[config.mk]
export PLATFORM = sky130hd
export DESIGN_NAME = pisr_regs
export DESIGN_NICKNAME = d
export VERILOG_FILES = /design/src/pisr_pkg.sv /design/src/pisr_regs.sv
export SDC_FILE = /design/constraint.sdc
export NUM_CORES = 1
export LEC_CHECK = 0
export ABC_AREA = 0
export BUFFER_PORTS_ARGS = -buffer_cell sky130_fd_sc_hd__buf_4
export CORE_ASPECT_RATIO = 0.9
export CORE_MARGIN = 3
export CORE_UTILIZATION = 54
export DETAILED_ROUTE_END_ITERATION = 10
export GPL_TIMING_DRIVEN = 1
export HOLD_SLACK_MARGIN = 0.08
export PLACE_DENSITY = 0.79
export SYNTH_ARGS = -nofsm -noshare
export SYNTH_HDL_FRONTEND = slang
export SYNTH_SLANG_ARGS = --single-unit
[constraint.sdc]
create_clock -name clk_i -period 2.21 [get_ports clk_i]
set_clock_uncertainty 0.2 [all_clocks]
set_input_delay 0.1105 -clock clk_i [delete_from_list [all_inputs] [get_ports clk_i]]
set_output_delay 0.1105 -clock clk_i [all_outputs]
set_load 0.005 [all_outputs]
[src/pisr_pkg.sv]
// constants and carrier types for the phy interrupt and status registers
package pisr_pkg;

    // ------------------------------------------------------------------
    // register indices on the management port
    // ------------------------------------------------------------------
    localparam logic [4:0] FLAG_IDX = 5'h1d;
    localparam logic [4:0] MASK_IDX = 5'h1e;
    localparam logic [4:0] STAT_IDX = 5'h1f;

    // ------------------------------------------------------------------
    // field positions and values after reset
    // ------------------------------------------------------------------
    localparam int         FLAG_LO      = 1;
    localparam int         FLAG_HI      = 7;
    localparam int         AUTODONE_BIT = 12;
    localparam int         STAT_RSV_LO  = 5;
    localparam int         STAT_RSV_HI  = 11;
    localparam int         SPEED_LO     = 2;
    localparam int         SPEED_HI     = 4;
    localparam logic [6:0] FLAG_RST     = 7'h00;
    localparam logic [6:0] MASK_RST     = 7'h00;
    localparam logic [6:0] STAT_RSV_RST = 7'h02;

    // ------------------------------------------------------------------
    // timing
    // ------------------------------------------------------------------
    localparam int CLK_HZ              = 40_000_000;
    localparam int ENERGY_QUIET_MS     = 256;
    localparam int ENERGY_QUIET_CYCLES = ENERGY_QUIET_MS * (CLK_HZ / 1000);

    // ------------------------------------------------------------------
    // carriers
    // ------------------------------------------------------------------
    typedef struct packed {
        logic       autoneg_done;
        logic       remote_fault;
        logic       link_up;
        logic       partner_ack;
        logic       parallel_fault;
        logic       page_rx;
        logic [2:0] resolved_speed_duplex;
    } pisr_link_s;

    typedef struct packed {
        logic [4:0]  addr;
        logic        wr;
        logic        rd;
        logic [15:0] wdata;
    } pisr_mgmt_s;

endpackage : pisr_pkg

[src/pisr_regs.sv]
// interrupt flag, interrupt mask and special status registers of the transceiver
`timescale 1ns/100ps
`default_nettype none

// Function
// - flag bits 7..1 are read-only, latch high on their event, reset to zero.
// - flag bit 7 sets when energy detection turns on.
// - flag bit 6 sets when auto-negotiation completes.
// - flag bit 5 sets when a remote fault is detected.
// - flag bit 4 sets when link status drops.
// - flag bit 3 sets on link partner acknowledge.
// - flag bit 2 sets on a parallel detection fault.
// - flag bit 1 sets when a page is received.
// - mask bits 7..1 are read-write enables, one enables, reset to zero.
// - status bit 12 reads one only while auto-negotiation is done; reset does not clear it.
// - status bits 11..5 read-write, reset 0000010b; software writes that pattern.
// - status bits 4..2 report resolved speed and duplex code.
// - flag and mask bits 15..8 and bit 0 are read-only.
// - energy status falls after 256 ms quiet; hard reset sets it, soft not.
module pisr_regs
    import pisr_pkg::*;
#(
    parameter int QUIET_CYCLES = ENERGY_QUIET_CYCLES
) (
    input  wire logic        clk_i,
    input  wire logic        rst_i,
    input  wire logic        soft_rst_i,
    input  wire logic        energy_valid_i,
    input  wire pisr_link_s  link_i,
    input  wire pisr_mgmt_s  mgmt_i,
    output var  logic [15:0] mgmt_rdata_o,
    output var  logic        mgmt_rvalid_o,
    output var  logic        energy_detected_o,
    output var  logic        irq_o
);

    localparam int CW = $clog2(QUIET_CYCLES + 1);

    // ------------------------------------------------------------------
    // state
    // ------------------------------------------------------------------
    logic [7:1]  flags;
    logic [7:1]  mask;
    logic [6:0]  stat_rsv;
    logic        energy_detected;
    logic        energy_prev;
    logic [CW-1:0] quiet_cnt;
    pisr_link_s  link_q;

    // ------------------------------------------------------------------
    // decode and event detection
    // ------------------------------------------------------------------
    wire logic        rd_flag   = mgmt_i.rd && (mgmt_i.addr == FLAG_IDX);
    wire logic        rd_mask   = mgmt_i.rd && (mgmt_i.addr == MASK_IDX);
    wire logic        rd_stat   = mgmt_i.rd && (mgmt_i.addr == STAT_IDX);
    wire logic        wr_mask   = mgmt_i.wr && (mgmt_i.addr == MASK_IDX);
    wire logic        wr_stat   = mgmt_i.wr && (mgmt_i.addr == STAT_IDX);
    wire logic        quiet_end = !energy_valid_i && (quiet_cnt == CW'(QUIET_CYCLES - 1));
    wire logic [7:1]  ev;
    wire logic [7:1]  next_flags;
    wire logic [7:1]  next_mask;
    wire logic [15:0] flag_word;
    wire logic [15:0] mask_word;
    wire logic [15:0] stat_word;
    wire logic [15:0] next_rdata;

    assign ev[7] = energy_detected && !energy_prev;
    assign ev[6] = link_i.autoneg_done && !link_q.autoneg_done;
    assign ev[5] = link_i.remote_fault && !link_q.remote_fault;
    assign ev[4] = !link_i.link_up && link_q.link_up;
    assign ev[3] = link_i.partner_ack;
    assign ev[2] = link_i.parallel_fault;
    assign ev[1] = link_i.page_rx;

    // a set in the cycle of a clearing read wins
    genvar g;
    for (g = FLAG_LO; g <= FLAG_HI; g++) begin : g_flag
        assign next_flags[g] = soft_rst_i ? 1'b0
                             : ev[g] | (flags[g] & ~rd_flag);
    end

    assign next_mask  = soft_rst_i ? MASK_RST
                      : wr_mask ? mgmt_i.wdata[FLAG_HI:FLAG_LO] : mask;

    assign flag_word  = {8'h00, flags, 1'b0};
    assign mask_word  = {8'h00, mask, 1'b0};
    assign stat_word  = {3'h0, link_i.autoneg_done, stat_rsv,
                         link_i.resolved_speed_duplex, 2'h0};
    assign next_rdata = rd_flag ? flag_word
                      : rd_mask ? mask_word
                      : rd_stat ? stat_word : 16'h0000;

    // ------------------------------------------------------------------
    // registers
    // ------------------------------------------------------------------
    always_ff @(posedge clk_i) begin
        if (rst_i) begin
            flags  <= FLAG_RST;
            mask   <= MASK_RST;
            irq_o  <= 1'b0;
            // autoneg_done, remote_fault and link_up levels already standing at release raise no event
            link_q <= link_i;
        end else begin
            flags  <= next_flags;
            mask   <= next_mask;
            irq_o  <= |(next_flags & next_mask);
            link_q <= link_i;
        end
    end

    always_ff @(posedge clk_i) begin
        if (rst_i) begin
            stat_rsv <= STAT_RSV_RST;
        end else if (soft_rst_i) begin
            stat_rsv <= STAT_RSV_RST;
        end else if (wr_stat) begin
            stat_rsv <= mgmt_i.wdata[STAT_RSV_HI:STAT_RSV_LO];
        end
    end

    always_ff @(posedge clk_i) begin
        if (rst_i) begin
            mgmt_rdata_o  <= 16'h0000;
            mgmt_rvalid_o <= 1'b0;
        end else begin
            mgmt_rdata_o  <= next_rdata;
            mgmt_rvalid_o <= mgmt_i.rd;
        end
    end

    // soft reset deliberately leaves the energy detector alone
    always_ff @(posedge clk_i) begin
        if (rst_i) begin
            energy_detected   <= 1'b1;
            energy_detected_o <= 1'b1;
            energy_prev       <= 1'b1;
            quiet_cnt         <= '0;
        end else begin
            energy_prev <= energy_detected;
            if (energy_valid_i) begin
                quiet_cnt         <= '0;
                energy_detected   <= 1'b1;
                energy_detected_o <= 1'b1;
            end else if (quiet_end) begin
                energy_detected   <= 1'b0;
                energy_detected_o <= 1'b0;
            end else if (energy_detected) begin
                quiet_cnt <= quiet_cnt + CW'(1);
            end
        end
    end

    for (g = FLAG_LO; g <= FLAG_HI; g++) begin : g_chk

    end
endmodule : pisr_regs

`default_nettype wire

**Yosys cells after proc, flatten, opt, wreduce, memory -nomap -nowiden**

Index checks and enable logic that the tools add are counted.

- Flip-flop bits (word level): 68
- Bits of input ports: 36
- Output and inout bits: 19
- Word-level logic and storage cells: 70

- Add/subtract/negate cells: 1
- Equal/unequal tests: 4
- Muxes and demuxes: 12
- Bitwise logic cells: 18
- Reduce and logical (&&, ||, !) cells: 21

Operator list:

| kind | number |
|---|---|
| adder 24 x 1 -> 24 bit, second input constant | 1 |
| == test 24 bit, second input constant | 1 |
| 2-to-1 mux 8 bit | 3 |
| == test 5 bit, second input constant | 3 |
| 2-to-1 mux 7 bit | 2 |
| logical AND 1 bit | 10 |
| AND 1 bit | 7 |
| AND 7 bit | 1 |
| 2-to-1 mux 1 bit | 7 |
| OR 1 bit | 7 |
| OR reduction 7 bit | 1 |
| logical NOT 1 bit | 5 |
| OR reduction 2 bit | 2 |
| OR reduction 4 bit | 1 |
| inverter 1 bit | 3 |
| OR reduction 3 bit | 1 |
| AND reduction 2 bit | 1 |

**Logic depth before layout (Yosys ltp)**

- Depth in word-level cells: 8
- Gate-level depth with buffers: 7
- Mapped depth without buffers: 5

**Worst setup path after synthesis**

No wires, ideal clock.

- Path kind: reg-to-reg
- From: reg quiet_cnt[2]
- To: reg quiet_cnt[1]
- Setup time: 0.128 ns
- Arrival: 1.515 ns
- Data required time: 1.882 ns
- Slack: 0.367 ns
- Cell stages (with the launch flop): 7
- Buffers on the path: 1
- Clock period less this slack: 1.843 ns
- Path through: dfxtp_1 and4_1 nand3_1 o31ai_4 buf_6 mux2i_1 nor2_1

- Longest elaborated chain between the ends: 4

RTL lines:

| what | line | source |
|---|---|---|
| start, declared | pisr_regs.sv:47 | `logic [CW-1:0] quiet_cnt;` |
| start signal, assigned | pisr_regs.sv:148 | `quiet_cnt <= quiet_cnt + CW'(1);` |
| == test 24 bit | pisr_regs.sv:58 | `wire logic quiet_end = !energy_valid_i && (quiet_cnt == CW'(QUIET_CYCLES - 1));` |
| logical AND 1 bit | pisr_regs.sv:58 |  |
| inverter 1 bit (no line) | -- |  |
| AND reduction 2 bit (no line) | -- |  |

No other way between the ends.
A chain may end at the register's enable or synchronous reset.

**Worst setup path in the final report**

- From: in mgmt_i[22] in the netlist's numbering
- To: reg mask[3] in the netlist's numbering

- Longest elaborated chain between the ends: 4

RTL lines:

| what | line | source |
|---|---|---|
| start, declared | pisr_regs.sv:30 | `input wire pisr_mgmt_s mgmt_i,` |
| == test 5 bit | pisr_regs.sv:56 | `wire logic wr_mask = mgmt_i.wr && (mgmt_i.addr == MASK_IDX);` |
| logical AND 1 bit | pisr_regs.sv:56 |  |
| 2-to-1 mux 7 bit | pisr_regs.sv:83 | `: wr_mask ? mgmt_i.wdata[FLAG_HI:FLAG_LO] : mask;` |
| 2-to-1 mux 7 bit | pisr_regs.sv:82 | `assign next_mask = soft_rst_i ? MASK_RST` |
| end signal, assigned | pisr_regs.sv:105 | `mask <= next_mask;` |
| end, declared | pisr_regs.sv:43 | `logic [7:1] mask;` |

No other way between the ends.

==> flow_summary.toml <==
[status]
outcome = "completed"

[clocking]
cts-root-buf = "clkbuf_8"
clkLatencyLatePin_ns = 0.34
cts_tree = "built"
h-tree-depth = 3
cts_made_buffers = 9
clock_path_buffers = 2
cts_sinks = 64
clk_pin_slew_ns = 0.07

[cells_and_area]
final_util = 0.787
areaGrowthSynthToFinish_pct = 34.2
fillers = 293
drive_gt1_frac = 0.230
nNetsFinal = 415
ff_latch_area_um2 = 1280
insertedDiodeCount = 0
multi_input_area_um2 = 1350
final_area_um2 = 3670
final_cells = 445

[timing]
worst_slack_ns = 0.106
max_freq_mhz = 475
fin_hold_ws_ns = 0.134
rsz0062_at_grt = "yes"
final-max-slew-violation-count = 0
finalHoldViolCount = 0
period_needed_ns = 2.10
worstMarginPinSlew_ns = 0.590
setup_viol = 0
period_share = 0.952
tns_ns = 0
relSlewSlack = 0.605

[placed_design]
hpwl_mm = 4.14
post-place-cells = 394
gp_congestion = 0.823
io_buffers = 45
dp_slack_ns = 0.192
place_area_um2 = 3110

[yosys]
async_reset_ff_frac = 0
synth_top_area_cell = "dfxtp_1"
yosysTopAreaCellShare = 0.468
synth_xor_area_frac = 0.0320
yosysWarningCount = 0
ys_seq_area_frac = 0.468
netlist_area_um2 = 2740
synthMuxAreaShare = 0.0759
yosysUniqueCellTypes = 49
synth_ff_type = "dfxtp_1"
synth_compound_area_frac = 0.118
synth_top_family_by_area = "simple AND/OR/NAND/NOR gates"
synthAdderAreaFrac = 0.00457
synth_edf_count = 0
synth_seq_cells = 64
syn_inst = 295
synth.area.top_cells = "dfxtp_1 (47%), nor2_1 (5.8%), mux2i_1 (5.1%)"
synth_area_per_cell_um2 = 9.28
synth_simple_gate_area_frac = 0.255

[floorplan]
start_util = 0.587
placementRows = 23
die_h_um = 73.5
pin_count = 55
core_area_um2 = 4660
die-area_um2 = 5960
die_w_um = 81.0

[grt]
grt_pass1_vias = 2385
grt_max_degree = 24
grt_pass1_wl_mm = 11.1
grt_use_total = 0.246
grt_overflow_total = 0
antenna_found_initial = 0

[power]
power_density_nw_per_um2 = 647
leakagePower_nw = 1.36
irDropWorstVdd_v = 0.000434
finalPower_mw = 2.38

[drt]
antenna_left = 0
drcViolationCount = 0
routed_wl_mm = 7.09
vias = 2528
routedWlPerCell_um = 15.9
drt-vias-per-instance = 5.68
dr.pass1.iters = 4
dr.first_iter.drc_count = 153

[critical_path]
arrival_ns = 2.13
critPathCaptureType = "flop"
crit_type = "primary input to flop"
critPathRequiredTime_ns = 2.23
worstSetupStartpointType = "primary input"
cp_max_fo = 5

[run]
maxCapViolCount = 0

[worst_hold_path]
hp-class = "primary input to flop"
[routing by layer]
layer	GRT usage	part of all wire
met3	0.0931	0.075
met4	0.0919	0.035
met2	0.410	0.48
met5	0	0
met1	0.288	0.41
[power breakdown]
group	leakage [nW]	switching, mW	internal, mW	total, mW
registers	0.518	0.00566	1.16	1.17
clock network	0.0948	0.458	0.583	1.04
logic	0.748	0.0722	0.0928	0.165
[path summary, 6_finish.rpt]
| check | startpoint | end | slack, ns | cells after the start |
|---|---|---|---|---|
| worst min register to register | stat_rsv[3]$_SDFFE_PP0P_ | mgmt_rdata_o[8]$_SDFF_PP0_ | 0.26 | 1 |
| worst min-delay path | mgmt_i[3] | irq_o$_SDFF_PP0_ | 0.13 | 4 |
| worst max register to register | quiet_cnt[7]$_SDFFE_PP0P_ | quiet_cnt[1]$_SDFFE_PP0P_ | 0.12 | 6 |
| worst max-delay path | mgmt_i[22] | mask[3]$_SDFF_PP0_ | 0.11 | 8 |
[flip-flops by register name (all words and copies together), names as in the netlist]
signal,cells
mgmt_rdata_o,12
energy_detected_o,1
mgmt_rvalid_o,1
quiet_cnt,24
irq_o,1
stat_rsv,7
flags,7
link_q,3
mask,7
energy_prev,1
[cell type report]
type | instances | share of cell area
well taps | 62 | 0.0211
inverters | 7 | 0.00716
clock buffers | 12 | 0.0423
repair buffers | 86 | 0.198
multi-input cells | 210 | 0.368
flip-flops and latches | 64 | 0.349
clock inverters | 4 | 0.0143
[synth_stat cells (all sizes together), types with 3 or more instances]
cell type and instances:
dfxtp 64, nor2 42, a21oi 19, mux2i 14
nor2b 14, nand3 12, or3 11, nor3 10
o21ai 10, buf 9, nand2 9, clkbuf 8
inv 7, xnor2 7, a22oi 6, mux2 6
and2 5, or2 5, nand4 4, and3 3
nor4 3, o31ai 3, or4 3, xor2 3
[worst max-delay path, stage by stage]
cell	delay [ns]
dlygate4sd3_1	0.52
buf_4	0.12
nand4_1	0.15
nor3b_2	0.18
buf_4	0.17
mux2i_2	0.23
nor3_1	0.07
dlygate4sd3_1	0.56
[cells by family (layout without fill, tap and decap cells)]
family,count (synthesis),count (layout)
other,1,4
flip-flops,64,64
adder cells (fa/ha/maj),1,1
AO/OA/AOI/OAI,48,48
XOR/XNOR,10,10
multiplexers,20,20
buffers and inverters,24,109
AND/OR/NAND/NOR,127,127
[cells in the final DEF (no fill, tap or decap), types with 3 or more instances in the layout]
cell type	instances
nor2b_1	14
or3_1	11
mux2_2	6
mux2i_1	13
or4_1	3
nor3_1	9
inv_1	7
a21oi_1	19
clkinvlp_4	3
o21ai_0	10
nor2_1	42
xnor2_1	7
or2_2	4
dfxtp_1	64
clkbuf_8	11
nand4_1	3
nand2_1	9
xor2_1	3
dlygate4sd3_1	30
buf_4	55
conb_1	4
a22oi_1	6
and2_1	5
and3_1	3
nand3_1	11
[timing repair]
| action | in CTS | in global routing |
|---|---|---|
| setup buffers | 0 | 4 |
| hold buffers | 31 | 0 |
| hold endpoints to repair | 40 | 0 |
| endpoints found under the setup margin | 0 | 2 |
| resized for setup | 0 | 3 |
Note: power is estimated with default switching activity, not from simulation.
